===== src/hw/emw_consts.svh =====
`ifndef EMW_CONSTS_SVH
`define EMW_CONSTS_SVH
`define EMW_OFF_LABEL     8'hDC
`define EMW_OFF_ADDR_LO   8'hE0
`define EMW_OFF_ADDR_HI   8'hE4
`define EMW_OFF_PAYLOAD   8'hE8
`define EMW_OFF_ATTR      8'hEC
`define EMW_OFF_ECR       8'hF0
`define EMW_ATTR_MASK     32'h3F00_0001
`define EMW_LABEL_MASK    32'h00FF_FFFF
`define EMW_ADHI_MASK     32'h000F_FFFF
`define EMW_ADLO_MASK     32'hFFFF_FFFC
`define EMW_ECR_MASK      32'h0000_0001
`define EMW_SH_LO         28
`define EMW_MT_LO         24
`define EMW_EN_BIT        0
`define EMW_SH_OUTER      2'h2
`define EMW_MT_DEV_STRICT 4'h0
`endif


===== src/hw/emw_pkg.sv =====
`default_nettype none
package emw_pkg;
   typedef struct packed {
      logic [51:0] addr;
      logic [31:0] payload;
      logic [15:0] partition_identifier;
      logic [7:0]  monitoring_group;
      logic        secure;
      logic [3:0]  msg_memory_type;
      logic [1:0]  msg_shareability;
   } emw_msg_t;
   typedef struct packed {
      logic [31:0] label;
      logic [31:0] addr_lo;
      logic [31:0] addr_hi;
      logic [31:0] payload;
      logic [31:0] attr;
      logic [31:0] ecr;
   } emw_bank_t;
   typedef enum logic [2:0] {
      EMW_IDLE = 3'b001,
      EMW_SEND = 3'b010,
      EMW_WAIT = 3'b100
   } emw_state_t;
endpackage : emw_pkg
`default_nettype wire


===== src/hw/emw_error_msi.sv =====
`include "emw_consts.svh"
`default_nettype none
module emw_error_msi
   import emw_pkg::*;
#(
   parameter int ADDR_W = 8
) (
   input  wire  logic              mclk,
   input  wire  logic              rst_n,
   input  wire  logic              err_msg_capability,
   input  wire  logic              reg_sel,
   input  wire  logic              reg_secure,
   input  wire  logic              reg_write,
   input  wire  logic [ADDR_W-1:0] reg_addr,
   input  wire  logic [31:0]       reg_wdata,
   output var   logic [31:0]       reg_rdata,
   output var   logic              reg_ack,
   input  wire  logic              err_new_secure,
   input  wire  logic              err_new_nonsecure,
   output var   logic              msg_valid,
   input  wire  logic              msg_ready,
   output var   emw_msg_t          msg,
   output var   logic              err_irq_secure,
   output var   logic              err_irq_nonsecure
);

   initial begin
      if (ADDR_W < 8) $error("ADDR_W must be at least 8");
   end

   // ------------------------------------------------------------
   // register banks, index 1 secure, 0 non-secure
   // ------------------------------------------------------------
   emw_bank_t bank_q [2];
   emw_bank_t bank_d [2];
   logic [31:0] rdata_d;
   logic        ack_d;

   function automatic logic [31:0] emw_mask(input logic [ADDR_W-1:0] a,
                                            input logic              cap);
      logic [31:0] m;
      m = 32'h0000_0000;
      if (a == ADDR_W'(`EMW_OFF_ECR)) begin
         m = `EMW_ECR_MASK;
      end else if (!cap) begin
         m = 32'h0000_0000;
      end else if (a == ADDR_W'(`EMW_OFF_LABEL)) begin
         m = `EMW_LABEL_MASK;
      end else if (a == ADDR_W'(`EMW_OFF_ADDR_LO)) begin
         m = `EMW_ADLO_MASK;
      end else if (a == ADDR_W'(`EMW_OFF_ADDR_HI)) begin
         m = `EMW_ADHI_MASK;
      end else if (a == ADDR_W'(`EMW_OFF_PAYLOAD)) begin
         m = 32'hFFFF_FFFF;
      end else if (a == ADDR_W'(`EMW_OFF_ATTR)) begin
         m = `EMW_ATTR_MASK;
      end
      return m;
   endfunction : emw_mask

   always_comb begin
      logic [31:0] m;
      logic        s;
      m = emw_mask(reg_addr, err_msg_capability);
      s = reg_secure;
      bank_d[0] = bank_q[0];
      bank_d[1] = bank_q[1];
      rdata_d   = 32'h0000_0000;
      ack_d     = reg_sel;
      if (reg_sel && reg_write) begin
         if (reg_addr == ADDR_W'(`EMW_OFF_LABEL)) begin
            bank_d[s].label = reg_wdata & m;
         end else if (reg_addr == ADDR_W'(`EMW_OFF_ADDR_LO)) begin
            bank_d[s].addr_lo = reg_wdata & m;
         end else if (reg_addr == ADDR_W'(`EMW_OFF_ADDR_HI)) begin
            bank_d[s].addr_hi = reg_wdata & m;
         end else if (reg_addr == ADDR_W'(`EMW_OFF_PAYLOAD)) begin
            bank_d[s].payload = reg_wdata & m;
         end else if (reg_addr == ADDR_W'(`EMW_OFF_ATTR)) begin
            bank_d[s].attr = reg_wdata & m;
         end else if (reg_addr == ADDR_W'(`EMW_OFF_ECR)) begin
            bank_d[s].ecr = reg_wdata & m;
         end
      end else if (reg_sel) begin
         if (reg_addr == ADDR_W'(`EMW_OFF_LABEL)) begin
            rdata_d = bank_q[s].label & m;
         end else if (reg_addr == ADDR_W'(`EMW_OFF_ADDR_LO)) begin
            rdata_d = bank_q[s].addr_lo & m;
         end else if (reg_addr == ADDR_W'(`EMW_OFF_ADDR_HI)) begin
            rdata_d = bank_q[s].addr_hi & m;
         end else if (reg_addr == ADDR_W'(`EMW_OFF_PAYLOAD)) begin
            rdata_d = bank_q[s].payload & m;
         end else if (reg_addr == ADDR_W'(`EMW_OFF_ATTR)) begin
            rdata_d = bank_q[s].attr & m;
         end else if (reg_addr == ADDR_W'(`EMW_OFF_ECR)) begin
            rdata_d = bank_q[s].ecr & m;
         end
      end
      if (!err_msg_capability) begin
         bank_d[0].attr = 32'h0000_0000;
         bank_d[1].attr = 32'h0000_0000;
      end
   end

   // ------------------------------------------------------------
   // message issue
   // ------------------------------------------------------------
   emw_state_t  state_q, state_d;
   logic [1:0]  pend_q, pend_d;
   emw_msg_t    msg_q, msg_d;
   logic        valid_q, valid_d;
   logic        irq_s_q, irq_s_d;
   logic        irq_ns_q, irq_ns_d;

   function automatic emw_msg_t emw_build(input emw_bank_t b, input logic sec);
      emw_msg_t    r;
      logic [3:0]  mt;
      logic        dev;
      mt  = b.attr[`EMW_MT_LO +: 4];
      // any code with a zero half is device; reserved ones collapse to strictest
      dev = (mt[3:2] == 2'h0) || (mt[1:0] == 2'h0);
      r.addr = {b.addr_hi[19:0], b.addr_lo[31:2], 2'h0};
      r.payload = b.payload;
      r.partition_identifier = b.label[15:0];
      r.monitoring_group = b.label[23:16];
      r.secure = sec;
      if (dev && mt[3:2] != 2'h0) begin
         r.msg_memory_type = `EMW_MT_DEV_STRICT;
      end else begin
         r.msg_memory_type = mt;
      end
      if (dev) begin
         r.msg_shareability = `EMW_SH_OUTER;
      end else begin
         r.msg_shareability = b.attr[`EMW_SH_LO +: 2];
      end
      return r;
   endfunction : emw_build

   always_comb begin
      logic [1:0] fire;
      logic [1:0] en;
      logic [1:0] msi;
      en[1]  = bank_q[1].ecr[`EMW_EN_BIT];
      en[0]  = bank_q[0].ecr[`EMW_EN_BIT];
      msi[1] = bank_q[1].attr[`EMW_EN_BIT] & err_msg_capability;
      msi[0] = bank_q[0].attr[`EMW_EN_BIT] & err_msg_capability;
      fire   = {err_new_secure, err_new_nonsecure} & en;
      pend_d   = pend_q | (fire & msi);
      state_d  = state_q;
      msg_d    = msg_q;
      valid_d  = valid_q;
      irq_s_d  = fire[1] & ~msi[1];
      irq_ns_d = fire[0] & ~msi[0];
      case (state_q)
         EMW_IDLE: begin
            if (pend_q[1]) begin
               msg_d     = emw_build(bank_q[1], 1'b1);
               pend_d[1] = fire[1] & msi[1];
               valid_d   = 1'b1;
               state_d   = EMW_SEND;
            end else if (pend_q[0]) begin
               msg_d     = emw_build(bank_q[0], 1'b0);
               pend_d[0] = fire[0] & msi[0];
               valid_d   = 1'b1;
               state_d   = EMW_SEND;
            end
         end
         EMW_SEND: begin
            if (msg_ready) begin
               valid_d = 1'b0;
               state_d = EMW_WAIT;
            end
         end
         EMW_WAIT: begin
            state_d = EMW_IDLE;
         end
         default: begin
            state_d = EMW_IDLE;
         end
      endcase
   end

   always_ff @(posedge mclk) begin
      if (!rst_n) begin
         // label and data left alone: undefined after warm reset
         bank_q[0].attr <= 32'h0000_0000;
         bank_q[1].attr <= 32'h0000_0000;
         bank_q[0].ecr  <= 32'h0000_0000;
         bank_q[1].ecr  <= 32'h0000_0000;
         state_q   <= EMW_IDLE;
         pend_q    <= 2'h0;
         valid_q   <= 1'b0;
         msg_q     <= '0;
         irq_s_q   <= 1'b0;
         irq_ns_q  <= 1'b0;
         reg_rdata <= 32'h0000_0000;
         reg_ack   <= 1'b0;
      end else begin
         bank_q[0].attr <= bank_d[0].attr;
         bank_q[1].attr <= bank_d[1].attr;
         bank_q[0].ecr  <= bank_d[0].ecr;
         bank_q[1].ecr  <= bank_d[1].ecr;
         state_q   <= state_d;
         pend_q    <= pend_d;
         valid_q   <= valid_d;
         msg_q     <= msg_d;
         irq_s_q   <= irq_s_d;
         irq_ns_q  <= irq_ns_d;
         reg_rdata <= rdata_d;
         reg_ack   <= ack_d;
      end
   end

   always_ff @(posedge mclk) begin
      bank_q[0].label   <= bank_d[0].label;
      bank_q[1].label   <= bank_d[1].label;
      bank_q[0].addr_lo <= bank_d[0].addr_lo;
      bank_q[1].addr_lo <= bank_d[1].addr_lo;
      bank_q[0].addr_hi <= bank_d[0].addr_hi;
      bank_q[1].addr_hi <= bank_d[1].addr_hi;
      bank_q[0].payload <= bank_d[0].payload;
      bank_q[1].payload <= bank_d[1].payload;
   end

   always_comb begin
      msg_valid         = valid_q;
      msg               = msg_q;
      err_irq_secure    = irq_s_q;
      err_irq_nonsecure = irq_ns_q;
   end

endmodule : emw_error_msi
`default_nettype wire


===== config.mk =====
export PLATFORM = sky130hd
export DESIGN_NAME = emw_error_msi
export DESIGN_NICKNAME = d
export VERILOG_FILES = /design/src/hw/emw_pkg.sv /design/src/hw/emw_error_msi.sv
export VERILOG_INCLUDE_DIRS = /design/src /design/src/hw
export SDC_FILE = /design/constraint.sdc
export NUM_CORES = 1
export LEC_CHECK = 0
export BUFFER_PORTS_ARGS = -buffer_cell sky130_fd_sc_hd__buf_2
export CAP_MARGIN = 20
export CORE_MARGIN = 8
export CORE_UTILIZATION = 60
export CTS_CLUSTER_DIAMETER = 100
export DETAILED_ROUTE_END_ITERATION = 10
export GPL_TIMING_DRIVEN = 0
export PLACE_DENSITY = 0.79
export SYNTH_ARGS = -nofsm -noshare
export SYNTH_HDL_FRONTEND = slang
export SYNTH_SLANG_ARGS = --single-unit

===== constraint.sdc =====
create_clock -name mclk -period 7.5 [get_ports mclk]
set_clock_uncertainty 0.2 [all_clocks]
set_input_delay 0.375 -clock mclk [delete_from_list [all_inputs] [get_ports mclk]]
set_output_delay 0.375 -clock mclk [all_outputs]
set_load 0.1 [all_outputs]

Word level (Yosys, flattened, before mapping)
Memory sizes are Yosys's and may differ from the RTL's.
Cells that the tools add are included.

storage, ports and cells
  bits in registers = 156
  bits in writable memories = 384
  bits of input ports = 49
  output and inout bits = 151
  logic and storage cells = 134
  memories kept = 1

memories
  memory  words  width  rd ports  clocked after memory_dff  write ports  line                 source
  bank_q  2      192    3         0                         2            emw_error_msi.sv:34  emw_bank_t bank_q [2];

operators by class
  magnitude comparators = 2
  equality and inequality tests = 10
  mux-type cells = 64
  bitwise operators = 25
  reductions and logical operators = 18

operators with widths
  kind                                         number
  384-bit two-way mux                          7
  384-bit bitwise mux                          6
  192-bit demux with 1-bit select              6
  32-bit two-way mux                           19
  115-bit two-way mux                          2
  32-bit bitwise AND                           7
  192-bit two-way mux                          1
  160-bit two-way mux                          1
  128-bit two-way mux                          1
  96-bit two-way mux                           1
  64-bit two-way mux                           1
  8-bit equality test (second input constant)  6
  30-bit two-way mux                           1
  3-bit two-way mux                            3
  2-bit logical NOT                            4
  1-bit two-way mux                            8
  4-bit two-way mux                            2
  2-bit nonzero test                           4
  1-bit bitwise AND                            6
  2-bit two-way mux                            3
  3-bit case mux with 2 select lines           1
  2-bit bitwise AND                            2
  1-bit logical AND                            4
  1-bit NOT                                    4
  14 further kinds                             19

Logic depth before layout (Yosys ltp)
  depth in word-level cells = 19
  gate-level depth with buffers = 10
  depth with buffers taken out = 5

Worst setup path after synthesis
OpenSTA, ideal clock, no wires.

  path kind = input to register
  start point = input port reg_addr[1]
  end point = memory bank_q[0][64] in the netlist's numbering, enable pin
  setup time = 0.421 ns
  data arrival time = 3.003 ns
  data required time = 6.879 ns
  slack = 3.876 ns
  cell stages on the path = 8
  buffers on the path = 3
  cells stage by stage = buf_6 > or4_4 > buf_6 > or2_1 > buf_6 > nand3_1 > nand2b_1 > nor2_1

RTL lines
  what         line                 source
  from (decl)  emw_error_msi.sv:14  input wire logic [ADDR_W-1:0] reg_addr,
  to (decl)    emw_error_msi.sv:34

Worst setup path in the final report
  start point = register state_q[1]
  end point = register msg_q (netlist bit msg[84])

between the ends
  longest elaborated chain between the ends = 2

RTL lines
  what                                            line                  source
  from (decl)                                     emw_error_msi.sv:108  emw_state_t state_q, state_d;
  from (signal assigned)                          emw_error_msi.sv:204  state_q <= state_d;
  3-bit by 1-bit equality test with 1-bit output  emw_error_msi.sv:155  case (state_q)
  2-bit AND reduction (no line)                   n/a
  to (signal assigned)                            emw_error_msi.sv:207  msg_q <= msg_d;
  to (decl)                                       emw_error_msi.sv:110  emw_msg_t msg_q, msg_d;

No other way between the ends.
A chain may end at the register's enable or synchronous reset.

==> impl_metrics.csv <==
group,metric,value,unit
critical_path,startpoint_type,"flip-flop",
yosys,seq_area_frac_synth,59.4,%
timing,worst_slew_pin_slew,1.12,ns
routing,routed_wl,56.7,mm
clock_tree,cts_tree,"done",
timing,final.min_clock_period,3.47,ns
yosys,synth_top_area_cell,"edfxtp_1",
global_routing,gr-total-overflow,0,
clock_tree,insertion_delay,0.54,ns
yosys,yosysTopAreaCellShare,39.8,%
clock_tree,post_cts_resized,0,
power,vdd_drop_max,202,uV
placement,dp_hpwl,39.6,mm
global_routing,grt_max_degree,28,
clock_tree,cts.sinks,400,
timing,period_share,46.2,%
yosys,synthCells,1466,
clock_tree,cts_setup_buffers,0,
finish,drive_above_1_share,19.4,%
floorplanning,dieHeight,186,um
timing,relSlewSlack,25.6,%
yosys,avgSynthCellArea,11.8,um^2
timing,rsz0062_at_grt,"no",
routing,num_vias,13857,
global_routing,antenna_found_initial,3,
finish,stdcell_count,2156,
global_routing,grt_pass1_wl,83.0,mm
yosys,async_flop_share,0,%
placement,globalplace.congestion,0.983,
yosys,synthFlopType,"edfxtp_1",
yosys,yosysMostFrequentCell,"edfxtp_1",
critical_path,worstSetupPathType,"reg2reg",
routing,drc,0,
critical_path,arrival,3.70,ns
global_routing,track_usage,32.6,%
clock_tree,clk_pin_slew,0.06,ns
floorplanning,start_util,60.6,%
min_path,hp-class,"in2reg",
clock_tree,htreeDepth,2,
yosys,ys_top_cells_by_area,"edfxtp_1 (40%), dfxtp_1 (20%), mux2i_1 (11%)",
clock_tree,cts.path.max_buffers,3,
power,powerDensity,219,mW/mm^2
yosys,yosys_register_bits,400,
placement,place_inst,2068,
routing,dr.pass1.iters,6,
critical_path,required,7.73,ns
routing,viasPerCell,6.43,
finish,final_nets,1786,
timing,timing.fmax,288,MHz
timing,setup_viol_count_final,0,
routing,avgRoutedWirePerCell,26.3,um
finish,multi_input_area,0.00659,mm^2
finish,fill_cells,1990,
placement,portBuffers,194,
timing,tns,0,ns
routing,detail-route-antenna-nets,0,
flow_run,drv_cap,0,
status,outcome,"completed",
clock_tree,cts_buffers,41,
critical_path,endpoint_kind,"flip-flop",
critical_path,critPathMaxFanout,10,
clock_tree,root_buffer,"clkbuf_16",
yosys,yosys_warnings,0,
finish,area.growth.synth_to_final,17.9,%
timing,drv_slew,0,
clock_tree,hold_buffers,10,
power,power.leakage,8.36,nW
yosys,ys_top_cells_by_count,"edfxtp_1 (230), nor2_1 (212), nand2_1 (196), mux2i_1 (184), dfxtp_1 (170)",
timing,hold_viol_final,0,
finish,regArea,0.0103,mm^2
floorplanning,core_area,0.0286,mm^2
global_routing,grt_pass1_vias,13666,
routing,drtIter0Drc,1989,
yosys,syn_area,0.0173,mm^2
yosys,synth-edff-count,230,
floorplanning,io_pins,200,
floorplanning,die_area,0.0346,mm^2
yosys,ys_types,62,
floorplanning,row_count,62,
floorplanning,die-width,186,um
## state kept, by name, indices dropped and copies added (netlist names)
| signal | flops |
|---|---|
| reg_ack | 1 |
| bank_q | 246 |
| msg_valid | 1 |
| err_irq_secure | 1 |
| reg_rdata | 32 |
| err_irq_nonsecure | 1 |
| msg | 113 |
| pend_q | 2 |
| state_q | 3 |
## cells in the final DEF, fill, tap and decap left out, drive strengths merged, types with 4 or more instances in the layout
cell type    instances
clkinv               8
a221oi               4
o211a              109
inv                  5
a21oi               13
nand2b               5
or2                  5
clkbuf             139
o22ai               35
mux2i              184
edfxtp             230
buf                242
o21ai               26
nand4                5
and2                30
mux2                12
dlygate4sd3         10
dfxtp              170
a22o                14
nor2b                5
a211oi               6
nand3               12
conb                20
nand2              198
o22a                 6
mux4                15
nor3                 8
nor2               212
## critical path, cell delays in order, from the launching register on
cell	delay (ns)
dfxtp_1	0.31
nand2b_1	0.16
or2_2	0.31
nor2_1	0.68
clkbuf_1	0.67
clkbuf_1	0.60
nand2_1	0.22
o211a_1	0.19
## final cells by class
class                   instances  area share [%]
flip-flops and latches        400            50.4
multi-input cells             965            32.2
clock buffers                  65            6.09
repair buffers                209            5.69
plain buffers                 117            2.76
well taps                     384            2.35
clock inverters                11           0.416
inverters                       3          0.0550
diodes                          2          0.0245
## logic make-up (layout without fill, tap and decap cells)
family	count (synthesis)	in the layout	share of synthesized area [%]
buffers and inverters	120	405	3.32
other	1	22	0.0216
AND/OR/NAND/NOR	501	501	12.7
AO/OA/AOI/OAI	233	233	11.2
multiplexers	211	211	13.3
flip-flops	400	400	59.4
## path summary, 6_finish.rpt
kind / start / end / slack [ns] / cells past startpoint
worst max-delay path: state_q[1] / msg[84] / 4.03 / 7
worst min-delay path: reg_wdata[26] / bank_q[1][58] / 0.02 / 3
worst max register to register: state_q[1] / msg[84] / 4.03 / 7
worst min register to register: bank_q[0][60] / bank_q[0][60] / 0.27 / 2
## metrics by stage
step	area [um^2]	power (mW)	hold WS, ns	util (%)	setup slack (ns)
2_1_floorplan	17400	2.43	0.225	-	3.88
3_3_place_gp	18900	2.48	0.242	65.9	2.00
3_5_place_dp	19000	2.48	0.252	66.5	3.92
4_1_cts	20500	4.45	0.00417	71.5	4.16
5_1_grt	20500	4.56	0.0397	71.5	3.96
6_report	20500	4.47	0.0153	71.5	4.03
## metal layers
metal  track usage, %  vias to the layer above  wire (um)
met3             8.92                      228       8440
met4             16.4                        2       2870
met1             42.0                     6555      20300
met2             50.1                     1209      25100
met5                0                        -         15
li1                 -                     5863          -
## power breakdown
group / switching, mW / internal [mW] / total (mW)
registers: 0.000178 / 2.30 / 2.30
logic: 0.106 / 0.0430 / 0.149
clock network: 0.848 / 1.18 / 2.03
total: 0.955 / 3.52 / 4.47
(Power assumes the default switching activity.)
